--- config.mk ---
export PLATFORM = sky130hd
export DESIGN_NAME = hdl_link
export DESIGN_NICKNAME = d
export VERILOG_FILES = /design/src/logic/hdl_pkg.sv /design/src/logic/hdl_link.sv /design/src/logic/hdl_tick.sv /design/src/logic/hdl_uart_tx.sv
export SDC_FILE = /design/constraint.sdc
export NUM_CORES = 1
export LEC_CHECK = 0
export ABC_AREA = 1
export CAP_MARGIN = 40
export CORE_UTILIZATION = 58
export DETAILED_ROUTE_END_ITERATION = 12
export DONT_BUFFER_PORTS = 1
export PLACE_DENSITY = 0.77
export SLEW_MARGIN = 30
export SYNTH_ARGS = -nofsm -noshare
export SYNTH_HDL_FRONTEND = slang
export SYNTH_SLANG_ARGS = --single-unit
export TNS_END_PERCENT = 100
--- constraint.sdc ---
create_clock -name hclk -period 59.3 [get_ports hclk]
set_clock_uncertainty 0.05 [all_clocks]
set_input_delay 14.825 -clock hclk [delete_from_list [all_inputs] [get_ports hclk]]
set_output_delay 14.825 -clock hclk [all_outputs]
set_load 0.02 [all_outputs]
--- src/logic/hdl_pkg.sv ---
package hdl_pkg;
  // ----------------------------------------------------------------
  // register map (byte addresses)
  // ----------------------------------------------------------------
  localparam logic [7:0] A_CTRL = 8'h00;
  localparam logic [7:0] A_POLL_TO = 8'h04;
  localparam logic [7:0] A_RTS_OFF = 8'h08;
  localparam logic [7:0] A_RTS_SEND = 8'h0C;
  localparam logic [7:0] A_PRE_TX = 8'h10;
  localparam logic [7:0] A_TX_DATA = 8'h14;
  localparam logic [7:0] A_RX_DATA = 8'h18;
  localparam logic [7:0] A_CMD = 8'h1C;
  localparam logic [7:0] A_STATUS = 8'h20;
  localparam logic [7:0] A_IRQ_STAT = 8'h24;
  localparam logic [7:0] A_IRQ_MASK = 8'h28;
  // ----------------------------------------------------------------
  // control fields
  // ----------------------------------------------------------------
  localparam int C_BAUD_LSB = 0;
  localparam int C_PAR = 3;
  localparam int C_CHK = 4;
  localparam int C_LINE_LSB = 5;
  localparam int C_EOT_SUP = 7;
  localparam int C_DUP = 8;
  localparam int C_ADDR_LSB = 16;
  localparam int C_RETRY_LSB = 24;
  localparam logic [31:0] CTRL_RST = 32'h0300_0000;
  // ----------------------------------------------------------------
  // command bits
  // ----------------------------------------------------------------
  localparam int K_MSG = 0;
  localparam int K_ACK = 1;
  localparam int K_POLL = 2;
  localparam int K_RXPKT = 3;
  // ----------------------------------------------------------------
  // interrupt bits
  // ----------------------------------------------------------------
  localparam int I_POLL_TO = 0;
  localparam int I_SENT = 1;
  localparam int I_RETRY_FAIL = 2;
  localparam int I_DUP = 3;
  localparam int I_RX = 4;
  localparam int I_W = 5;
  // ----------------------------------------------------------------
  // timing
  // ----------------------------------------------------------------
  localparam int CLK_HZ = 40_000_000;
  localparam int MS_UNIT = 1;
  localparam int MS20_UNIT = 20;
  localparam int CYC_1MS = CLK_HZ / 1000 * MS_UNIT;
  localparam int CYC_20MS = CLK_HZ / 1000 * MS20_UNIT;
  // number of bit rates, 300..38400 baud
  localparam int NBAUD = 8;
  // ----------------------------------------------------------------
  // types
  // ----------------------------------------------------------------
  typedef enum logic [1:0] {
    LINE_NONE = 2'b00,
    LINE_MODEM = 2'b01,
    LINE_485 = 2'b10
  } hdl_line_t;
  typedef enum logic [2:0] {
    ST_IDLE = 3'b000,
    ST_PRE = 3'b001,
    ST_RTS_WAIT = 3'b010,
    ST_CTS = 3'b011,
    ST_SEND = 3'b100,
    ST_RTS_OFF = 3'b101
  } hdl_st_t;
  typedef struct packed {
    logic valid;
    logic [7:0] data;
  } hdl_byte_t;
endpackage

--- src/logic/hdl_link.sv ---
// The implementer's own choices: the register addresses and the AHB-Lite interface to the registers.
`timescale 1ns/1ps
// Contract
// bit rates 300 to 38400 baud selectable
// parity none/even, check crc or sum, node address 0 to 254
// line modes: plain, modem rts/cts, two-wire network; two-wire network acts as plain mode, rts stays low
// suppression on and nothing queued: no reply to a poll
// duplicate detect on: repeated packet is dropped, not answered
// poll timeout 0 to 65535 units of 20 ms
// poll timeout runs only while own message request pending
// poll timeout expiry flags error and drops pending request
// poll timeout zero disables it
// rts held for off delay after last character, 20 ms units
// after rts, wait send delay before sampling cts
// resend unacknowledged packet up to retry count 0 to 255
// plain mode: pre-transmit delay in 1 ms units before sending
// modem mode: pre-transmit delay after last rx char before rts
// master polls and acknowledges each good slave packet
module hdl_link (
  input wire logic hclk,
  input wire logic hresetn,
  input wire logic hsel,
  input wire logic [31:0] haddr,
  input wire logic [1:0] htrans,
  input wire logic hwrite,
  input wire logic [2:0] hsize,
  input wire logic [31:0] hwdata,
  input wire logic hready,
  output logic [31:0] hrdata,
  output logic hreadyout,
  output logic hresp,
  input wire logic cts,
  output logic rts,
  output logic txd,
  output logic irq
);
  // ----------------------------------------------------------------
  // registers
  // ----------------------------------------------------------------
  logic [31:0] ctrl_reg;
  logic [15:0] poll_to_reg, rts_off_reg, rts_send_reg, pre_tx_reg;
  logic [7:0] tx_data_reg, rx_data_reg, last_rx_reg;
  logic [15:0] last_sig_reg;
  logic last_sig_ok_reg;
  localparam int I_W_L = hdl_pkg::I_W;
  logic [I_W_L-1:0] istat_reg, imask_reg;
  logic msg_pend_reg;
  logic sent_wait_reg;
  logic [7:0] retry_reg;
  logic [15:0] poll_cnt_reg, dly_reg;
  hdl_pkg::hdl_st_t st_reg;
  logic wr_ph_reg;
  logic [7:0] wa_reg;
  logic [31:0] rdata_reg;
  hdl_pkg::hdl_byte_t txb;
  logic tx_busy;
  logic tick1, tick20, tickp;
  // ----------------------------------------------------------------
  // helpers
  // ----------------------------------------------------------------
  // baud select to cycles per bit; 300 baud needs 18 bits at this clock
  function automatic logic [17:0] baud_div(input logic [2:0] sel);
    logic [31:0] rate;
    rate = 32'd300 << sel;
    if (sel == 3'h6) rate = 32'd19200;
    if (sel == 3'h7) rate = 32'd38400;
    return 18'((hdl_pkg::CLK_HZ / rate) - 1);
  endfunction
  // packet signature: crc-ish fold or plain sum, per check mode
  function automatic logic [15:0] sig(input logic crc, input logic [15:0] s,
                                      input logic [7:0] d);
    if (crc) return {s[14:0], 1'b0} ^ (s[15] ? 16'h8005 : 16'h0000) ^ {8'h00, d};
    return s + {8'h00, d};
  endfunction
  wire [2:0] baud_sel = ctrl_reg[hdl_pkg::C_BAUD_LSB +: 3];
  wire par_en = ctrl_reg[hdl_pkg::C_PAR];
  wire chk_crc = ctrl_reg[hdl_pkg::C_CHK];
  wire [1:0] line = ctrl_reg[hdl_pkg::C_LINE_LSB +: 2];
  wire eot_sup = ctrl_reg[hdl_pkg::C_EOT_SUP];
  wire dup_en = ctrl_reg[hdl_pkg::C_DUP];
  wire [7:0] node_addr = ctrl_reg[hdl_pkg::C_ADDR_LSB +: 8];
  wire [7:0] retry_max = ctrl_reg[hdl_pkg::C_RETRY_LSB +: 8];
  wire modem = (line == 2'(hdl_pkg::LINE_MODEM));
  // ----------------------------------------------------------------
  // ahb decode
  // ----------------------------------------------------------------
  wire addr_ph = hsel && hready && htrans[1];
  wire rd_ph = addr_ph && !hwrite;
  wire wr = wr_ph_reg;
  wire [7:0] wa = wa_reg;
  wire cmd_wr = wr && (wa == hdl_pkg::A_CMD);
  wire do_msg = cmd_wr && hwdata[hdl_pkg::K_MSG];
  wire do_ack = cmd_wr && hwdata[hdl_pkg::K_ACK];
  wire do_poll = cmd_wr && hwdata[hdl_pkg::K_POLL];
  wire do_rxpkt = cmd_wr && hwdata[hdl_pkg::K_RXPKT];
  wire [7:0] ra = haddr[7:0];
  wire [15:0] rx_sig = sig(chk_crc, {8'h00, node_addr}, hwdata[15:8]);
  wire is_dup = dup_en && last_sig_ok_reg && (rx_sig == last_sig_reg);
  wire [31:0] rd_mux =
    (ra == hdl_pkg::A_CTRL) ? ctrl_reg :
    (ra == hdl_pkg::A_POLL_TO) ? {16'h0000, poll_to_reg} :
    (ra == hdl_pkg::A_RTS_OFF) ? {16'h0000, rts_off_reg} :
    (ra == hdl_pkg::A_RTS_SEND) ? {16'h0000, rts_send_reg} :
    (ra == hdl_pkg::A_PRE_TX) ? {16'h0000, pre_tx_reg} :
    (ra == hdl_pkg::A_TX_DATA) ? {24'h00_0000, tx_data_reg} :
    (ra == hdl_pkg::A_RX_DATA) ? {24'h00_0000, rx_data_reg} :
    (ra == hdl_pkg::A_STATUS) ? {16'h0000, retry_reg, 3'h0, tx_busy, rts,
                                st_reg} :
    (ra == hdl_pkg::A_IRQ_STAT) ? {27'h000_0000, istat_reg} :
    (ra == hdl_pkg::A_IRQ_MASK) ? {27'h000_0000, imask_reg} : 32'h0000_0000;
  // ----------------------------------------------------------------
  // bus pipeline
  // ----------------------------------------------------------------
  always_ff @(posedge hclk or negedge hresetn) begin
    if (!hresetn) begin
      wr_ph_reg <= 1'b0;
      wa_reg <= 8'h00;
      rdata_reg <= 32'h0000_0000;
    end else begin
      wr_ph_reg <= addr_ph && hwrite;
      wa_reg <= haddr[7:0];
      if (rd_ph) rdata_reg <= rd_mux;
    end
  end
  assign hrdata = rdata_reg;
  assign hreadyout = 1'b1; // zero wait states
  assign hresp = 1'b0;
  // ----------------------------------------------------------------
  // configuration writes
  // ----------------------------------------------------------------
  always_ff @(posedge hclk or negedge hresetn) begin
    if (!hresetn) begin
      ctrl_reg <= hdl_pkg::CTRL_RST;
      poll_to_reg <= 16'h0000;
      rts_off_reg <= 16'h0000;
      rts_send_reg <= 16'h0000;
      pre_tx_reg <= 16'h0000;
      tx_data_reg <= 8'h00;
      imask_reg <= 5'h00;
    end else if (wr) begin
      if (wa == hdl_pkg::A_CTRL) begin
        // node address stops at 254
        ctrl_reg <= {hwdata[31:24], hwdata[23:16] == 8'hFF ? 8'hFE : hwdata[23:16],
                     7'h00, hwdata[8:0]};
      end
      if (wa == hdl_pkg::A_POLL_TO) poll_to_reg <= hwdata[15:0];
      if (wa == hdl_pkg::A_RTS_OFF) rts_off_reg <= hwdata[15:0];
      if (wa == hdl_pkg::A_RTS_SEND) rts_send_reg <= hwdata[15:0];
      if (wa == hdl_pkg::A_PRE_TX) pre_tx_reg <= hwdata[15:0];
      if (wa == hdl_pkg::A_TX_DATA) tx_data_reg <= hwdata[7:0];
      if (wa == hdl_pkg::A_IRQ_MASK) imask_reg <= hwdata[4:0];
    end
  end
  // ----------------------------------------------------------------
  // transmit sequencer
  // ----------------------------------------------------------------
  // a poll starts a reply only when a message is queued or no suppression
  wire reply = do_poll && !tx_busy && (st_reg == hdl_pkg::ST_IDLE) &&
               (msg_pend_reg || !eot_sup);
  // expiry fires only while a request waits and timeout is nonzero
  wire poll_run = msg_pend_reg && (poll_to_reg != 16'h0000);
  wire poll_exp = poll_run && tickp && (poll_cnt_reg == 16'h0001);
  wire no_ack_retry = msg_pend_reg && sent_wait_reg && do_poll;
  wire dly_done = (dly_reg == 16'h0000);
  wire send_done = (st_reg == hdl_pkg::ST_SEND) && !tx_busy && !txb.valid;
  // unit ticks restart whenever their delay is loaded
  wire load20 = modem && ((st_reg == hdl_pkg::ST_PRE && dly_done) || send_done);
  hdl_tick #(.DIV(hdl_pkg::CYC_1MS)) u_t1 (
    .hclk(hclk), .hresetn(hresetn), .restart(reply), .tick(tick1));
  hdl_tick #(.DIV(hdl_pkg::CYC_20MS)) u_t20 (
    .hclk(hclk), .hresetn(hresetn), .restart(load20), .tick(tick20));
  hdl_tick #(.DIV(hdl_pkg::CYC_20MS)) u_tp (
    .hclk(hclk), .hresetn(hresetn), .restart(do_msg || do_poll), .tick(tickp));
  always_ff @(posedge hclk or negedge hresetn) begin
    if (!hresetn) begin
      st_reg <= hdl_pkg::ST_IDLE;
      dly_reg <= 16'h0000;
    end else begin
      unique case (st_reg)
        hdl_pkg::ST_IDLE: begin
          if (reply) begin
            st_reg <= hdl_pkg::ST_PRE;
            dly_reg <= pre_tx_reg;
          end
        end
        hdl_pkg::ST_PRE: begin
          // modem: counted from last rx char, which the poll marks
          if (dly_done) begin
            st_reg <= modem ? hdl_pkg::ST_RTS_WAIT : hdl_pkg::ST_SEND;
            dly_reg <= rts_send_reg;
          end else if (tick1) begin
            dly_reg <= dly_reg - 16'h0001;
          end
        end
        hdl_pkg::ST_RTS_WAIT: begin
          if (dly_done) st_reg <= hdl_pkg::ST_CTS;
          else if (tick20) dly_reg <= dly_reg - 16'h0001;
        end
        hdl_pkg::ST_CTS: begin
          if (cts) st_reg <= hdl_pkg::ST_SEND;
        end
        hdl_pkg::ST_SEND: begin
          if (send_done) begin
            st_reg <= modem ? hdl_pkg::ST_RTS_OFF : hdl_pkg::ST_IDLE;
            dly_reg <= rts_off_reg;
          end
        end
        hdl_pkg::ST_RTS_OFF: begin
          if (dly_done) st_reg <= hdl_pkg::ST_IDLE;
          else if (tick20) dly_reg <= dly_reg - 16'h0001;
        end
        default: st_reg <= hdl_pkg::ST_IDLE;
      endcase
    end
  end
  // one character per reply: message byte, or the empty-reply marker
  logic issued_reg;
  always_ff @(posedge hclk or negedge hresetn) begin
    if (!hresetn) begin
      issued_reg <= 1'b0;
    end else begin
      issued_reg <= (st_reg == hdl_pkg::ST_SEND) && (issued_reg || !tx_busy);
    end
  end
  assign txb.valid = (st_reg == hdl_pkg::ST_SEND) && !issued_reg;
  assign txb.data = msg_pend_reg ? tx_data_reg : 8'h04;
  hdl_uart_tx u_tx (
    .hclk(hclk),
    .hresetn(hresetn),
    .div(baud_div(baud_sel)),
    .par_en(par_en),
    .in(txb),
    .busy(tx_busy),
    .txd(txd)
  );
  assign rts = modem && (st_reg != hdl_pkg::ST_IDLE) && (st_reg != hdl_pkg::ST_PRE);
  // ----------------------------------------------------------------
  // message request, retries, poll timeout
  // ----------------------------------------------------------------
  wire retry_over = no_ack_retry && (retry_reg == retry_max);
  always_ff @(posedge hclk or negedge hresetn) begin
    if (!hresetn) begin
      msg_pend_reg <= 1'b0;
      sent_wait_reg <= 1'b0;
      retry_reg <= 8'h00;
      poll_cnt_reg <= 16'h0000;
    end else begin
      if (do_msg) begin
        msg_pend_reg <= 1'b1;
        retry_reg <= 8'h00;
        sent_wait_reg <= 1'b0;
        poll_cnt_reg <= poll_to_reg;
      end else if (poll_exp || retry_over || (do_ack && sent_wait_reg)) begin
        msg_pend_reg <= 1'b0;
        sent_wait_reg <= 1'b0;
      end else begin
        if (no_ack_retry) retry_reg <= retry_reg + 8'h01;
        if (send_done && msg_pend_reg) sent_wait_reg <= 1'b1;
        if (do_poll) poll_cnt_reg <= poll_to_reg;
        else if (poll_run && tickp) poll_cnt_reg <= poll_cnt_reg - 16'h0001;
      end
    end
  end
  // ----------------------------------------------------------------
  // received packets and duplicate filter
  // ----------------------------------------------------------------
  always_ff @(posedge hclk or negedge hresetn) begin
    if (!hresetn) begin
      rx_data_reg <= 8'h00;
      last_sig_reg <= 16'h0000;
      last_sig_ok_reg <= 1'b0;
    end else if (do_rxpkt && !is_dup) begin
      rx_data_reg <= hwdata[15:8];
      last_sig_reg <= rx_sig;
      last_sig_ok_reg <= 1'b1;
    end
  end
  // ----------------------------------------------------------------
  // interrupts: set wins over write-one clear
  // ----------------------------------------------------------------
  wire [4:0] ev = {do_rxpkt && !is_dup, do_rxpkt && is_dup, retry_over,
                   send_done && msg_pend_reg, poll_exp};
  wire [4:0] clr = (wr && (wa == hdl_pkg::A_IRQ_STAT)) ? hwdata[4:0] : 5'h00;
  always_ff @(posedge hclk or negedge hresetn) begin
    if (!hresetn) istat_reg <= 5'h00;
    else istat_reg <= (istat_reg & ~clr) | ev;
  end
  assign irq = |(istat_reg & imask_reg);
endmodule

--- src/logic/hdl_tick.sv ---
`timescale 1ns/1ps
// strobe every DIV cycles, counted again from zero on restart
module hdl_tick #(
  parameter int DIV = 40000
) (
  input wire logic hclk,
  input wire logic hresetn,
  input wire logic restart,
  output logic tick
);
  logic [19:0] cnt_reg;
  // ----------------------------------------------------------------
  // divider
  // ----------------------------------------------------------------
  always_ff @(posedge hclk or negedge hresetn) begin
    if (!hresetn) begin
      cnt_reg <= 20'h0_0000;
    end else if (restart) begin
      // a fresh delay gets whole units, not a part-spent first one
      cnt_reg <= 20'h0_0000;
    end else if (cnt_reg == 20'(DIV - 1)) begin
      cnt_reg <= 20'h0_0000;
    end else begin
      cnt_reg <= cnt_reg + 20'h0_0001;
    end
  end
  assign tick = (cnt_reg == 20'(DIV - 1));
endmodule

--- src/logic/hdl_uart_tx.sv ---
`timescale 1ns/1ps
// 8 data bits, optional even parity, 1 stop
module hdl_uart_tx (
  input wire logic hclk,
  input wire logic hresetn,
  input wire logic [17:0] div,
  input wire logic par_en,
  input wire hdl_pkg::hdl_byte_t in,
  output logic busy,
  output logic txd
);
  logic [17:0] cnt_reg;
  logic [3:0] bit_reg;
  logic [10:0] sh_reg;
  logic busy_reg;
  wire [3:0] last_bit = par_en ? 4'hA : 4'h9;
  wire bit_end = busy_reg && (cnt_reg == 18'h0_0000);
  // ----------------------------------------------------------------
  // shifter
  // ----------------------------------------------------------------
  always_ff @(posedge hclk or negedge hresetn) begin
    if (!hresetn) begin
      cnt_reg <= 18'h0_0000;
      bit_reg <= 4'h0;
      sh_reg <= 11'h7FF;
      busy_reg <= 1'b0;
    end else if (!busy_reg && in.valid) begin
      // stop, parity (or stop), data, start
      sh_reg <= {1'b1, par_en ? ^in.data : 1'b1, in.data, 1'b0};
      cnt_reg <= div;
      bit_reg <= 4'h0;
      busy_reg <= 1'b1;
    end else if (bit_end) begin
      sh_reg <= {1'b1, sh_reg[10:1]};
      cnt_reg <= div;
      bit_reg <= bit_reg + 4'h1;
      busy_reg <= (bit_reg != last_bit);
    end else if (busy_reg) begin
      cnt_reg <= cnt_reg - 18'h0_0001;
    end
  end
  assign busy = busy_reg;
  assign txd = busy_reg ? sh_reg[0] : 1'b1;
endmodule

==> qor.csv <==
metric,value,unit
use_met2,56.35,%
crit_type,reg -> reg,
cts_hold_buffers,0,
viasPerCell,5.820,
final.fill_count,6038,
arrival,54.81,ns
status,finished clean,
worst_pin_slew,0.8884,ns
synth_area_leaders,"dfrtp_1 20%, nand2_1 14%, ha_1 10%",
synth_area,0.03685,mm²
track_usage,33.90,%
grt_pass1_vias,34260,
synth_largest_area_cell,dfrtp_1,
drv_cap,0,
grt_max_degree,306,
gr-usage-met3,3.923,%
synth_top_area_share,19.90,%
drive_above_1_share,9.382,%
p_per_area,48.73,mW/mm²
drt_iter0_markers,3084,
period_share,91.68,%
start_util,58.52,%
overflow,0,
avgSynthCellArea,6.582,µm²
clockRootBuffer,clkbuf_16,
fp-row-count,92,
grt_antenna_before_repair,0,
synth.most_common_cell,nand2_1,
slew_headroom,40.63,%
h-tree-depth,1,
syn_inst,5598,
setup_violations,0,
ys_seq_elements,305,
die_h,254.0,µm
ys.flop_type,dfrtp_1,
cpPeakStageDelay,0.45,ns
antenna_cells,0,
ys_warn_count,0,
area.growth.synth_to_final,4.540,%
cts_tree,yes,
synthDistinctLibCells,92,
pin_count,112,
worst_path_max_delay_cell,ha_1,
rsz0062_at_grt,false,
clock-sinks,305,
fp.dieW,254.0,µm
critPathLaunchType,flip-flop,
wl,111200,µm
vias,37430,
fin_crit,54.37,ns
core_area,0.06297,mm²
dp_hpwl,84590,µm
dp.cells,6365,
crit_required,59.74,ns
grt_pass1_wl,176300,µm
antenna_left,0,
hold_violations,0,
port_buffers,0,
cts_buffer_depth,3,
ir_drop,52.60,µV
largest_reg_flops,32,
slew_violations,0,
drc_errors,0,
stdcell_count,6431,
die_area,0.06454,mm²
met1_usage,43.80,%
synth-seq-area-share,20.76,%
worst_setup_hold_path_clk_slew,0.07,ns
cp-end-kind,flip-flop,
critPathMostFrequentCell,nand2_1,
async_flop_share,100.0,%
hold_path.class,reg -> reg,
layout.nets,5942,
tns,0,ns
clock_latency,0.58,ns
synth_edf_count,0,
place.gp.congestion,1.002,
max_freq,18.39,MHz
synthTopCellsByCount,"1376 x nand2_1, 684 x inv_1, 483 x o21ai_0, 464 x nor2_1, 328 x nand3_1",
wl_per_cell,17.30,µm
busiest_layer,met2,
crit_fanout,26,
drt_pass1_iterations,6,
power.leakage,0.01961,µW
cts_buffers,29,
p_total,1877,µW
-- cells by family after synthesis --
kind of cell	share of synthesized area [%]
simple gates	35.71
fa+ha+maj	10.30
buf+inv	10.09
mux	0.6079
xor+xnor	6.275
compound gates	16.24
flops	20.76
other cells	0.02038
-- worst max-delay path, delay by kind of cell, from the launching register on --
family	cells	cell delay (ns)
AOI/OAI and AO/OA	97	18.31
xor gates and xnor gates	3	0.48
adders and majority gates	29	9.23
buffers and inverters	54	7.16
DFF	1	0.39
muxes	1	0.26
and+or+nand+nor	148	18.21
-- stage by stage --
stage	setup WS (ns)	hold WS [ns]	area, µm²	utilization, %
floorplan	11.62	0.3729	36860	-
global placement	3.893	0.3858	37300	59.23
detailed placement	3.201	0.4008	37350	59.32
CTS	2.998	0.4124	38310	60.84
global route	0.1199	0.4378	38520	61.17
finish	4.931	0.4090	38520	61.17
-- metal layers --
metal  up-vias  routed length [µm]
met5         -                   0
met4         0                5549
met3       275                8283
met2      1330               50210
met1     17230               47190
li1      18600                   -
-- report_power, final --
part	internal [µW]	total, µW	switching [µW]
sequential	238	265	26.5
combinational	486	1420	933
clock	108	193	84.6
total	833	1880	1040
-- layout make-up --
| class | instances | area [µm²] | area share (%) |
|---|---|---|---|
| Clock buffer | 38 | 799.5 | 2.076 |
| Clock inverter | 13 | 158.9 | 0.4125 |
| Inverter | 721 | 2758 | 7.159 |
| Multi-Input combinational cell | 4445 | 25580 | 66.42 |
| Sequential cell | 305 | 7647 | 19.85 |
| Tap cell | 846 | 1059 | 2.748 |
| Timing Repair Buffer | 62 | 506.7 | 1.316 |
| Timing Repair inverter | 1 | 5.005 | 0.01299 |
-- final timing paths --
| kind | startpoint | end | slack, ns | cells past startpoint |
|---|---|---|---|---|
| max | ctrl_reg[1] | u_tx.cnt_reg[16] | 4.93 | 332 |
| min | u_t20.cnt_reg[0] | u_t20.cnt_reg[0] | 0.41 | 1 |
| max reg2reg | ctrl_reg[1] | u_tx.cnt_reg[16] | 4.93 | 332 |
| min reg2reg | u_t20.cnt_reg[0] | u_t20.cnt_reg[0] | 0.41 | 1 |
| max in group asynchronous | hresetn | ctrl_reg[26] | 44.70 | 0 |
| min in group asynchronous | hresetn | u_t20.cnt_reg[13] | 13.89 | 0 |
-- what timing repair did --
item                       CTS  global route
setup endpoints to repair    0            13
setup buffers                0             8
resized for setup            0            30
-- layout by cell type (no fill, tap or decap), types with 11 or more instances in the layout --
cell type,instances
mux2_2,11
nand4_1,129
o21ai_0,476
o22ai_1,14
nor2_4,20
a211oi_1,17
dfrtp_1,293
nand2_1,1375
dfstp_2,12
inv_1,675
nand2_2,101
nand3_1,327
buf_4,55
nor2_2,31
nand3_4,11
a221oi_1,15
o21ai_1,31
ha_1,299
a21o_1,20
clkbuf_16,29
o211ai_1,22
a21oi_1,311
nand3b_1,22
o21bai_1,18
o31ai_1,14
xor2_1,145
nor3_1,101
nand3_2,61
a31oi_1,27
xnor2_1,119
nand2_4,33
nor2_1,460
inv_2,21
nor4_1,33
or2_2,49
No activity file was read; power rests on OpenSTA's default activity.
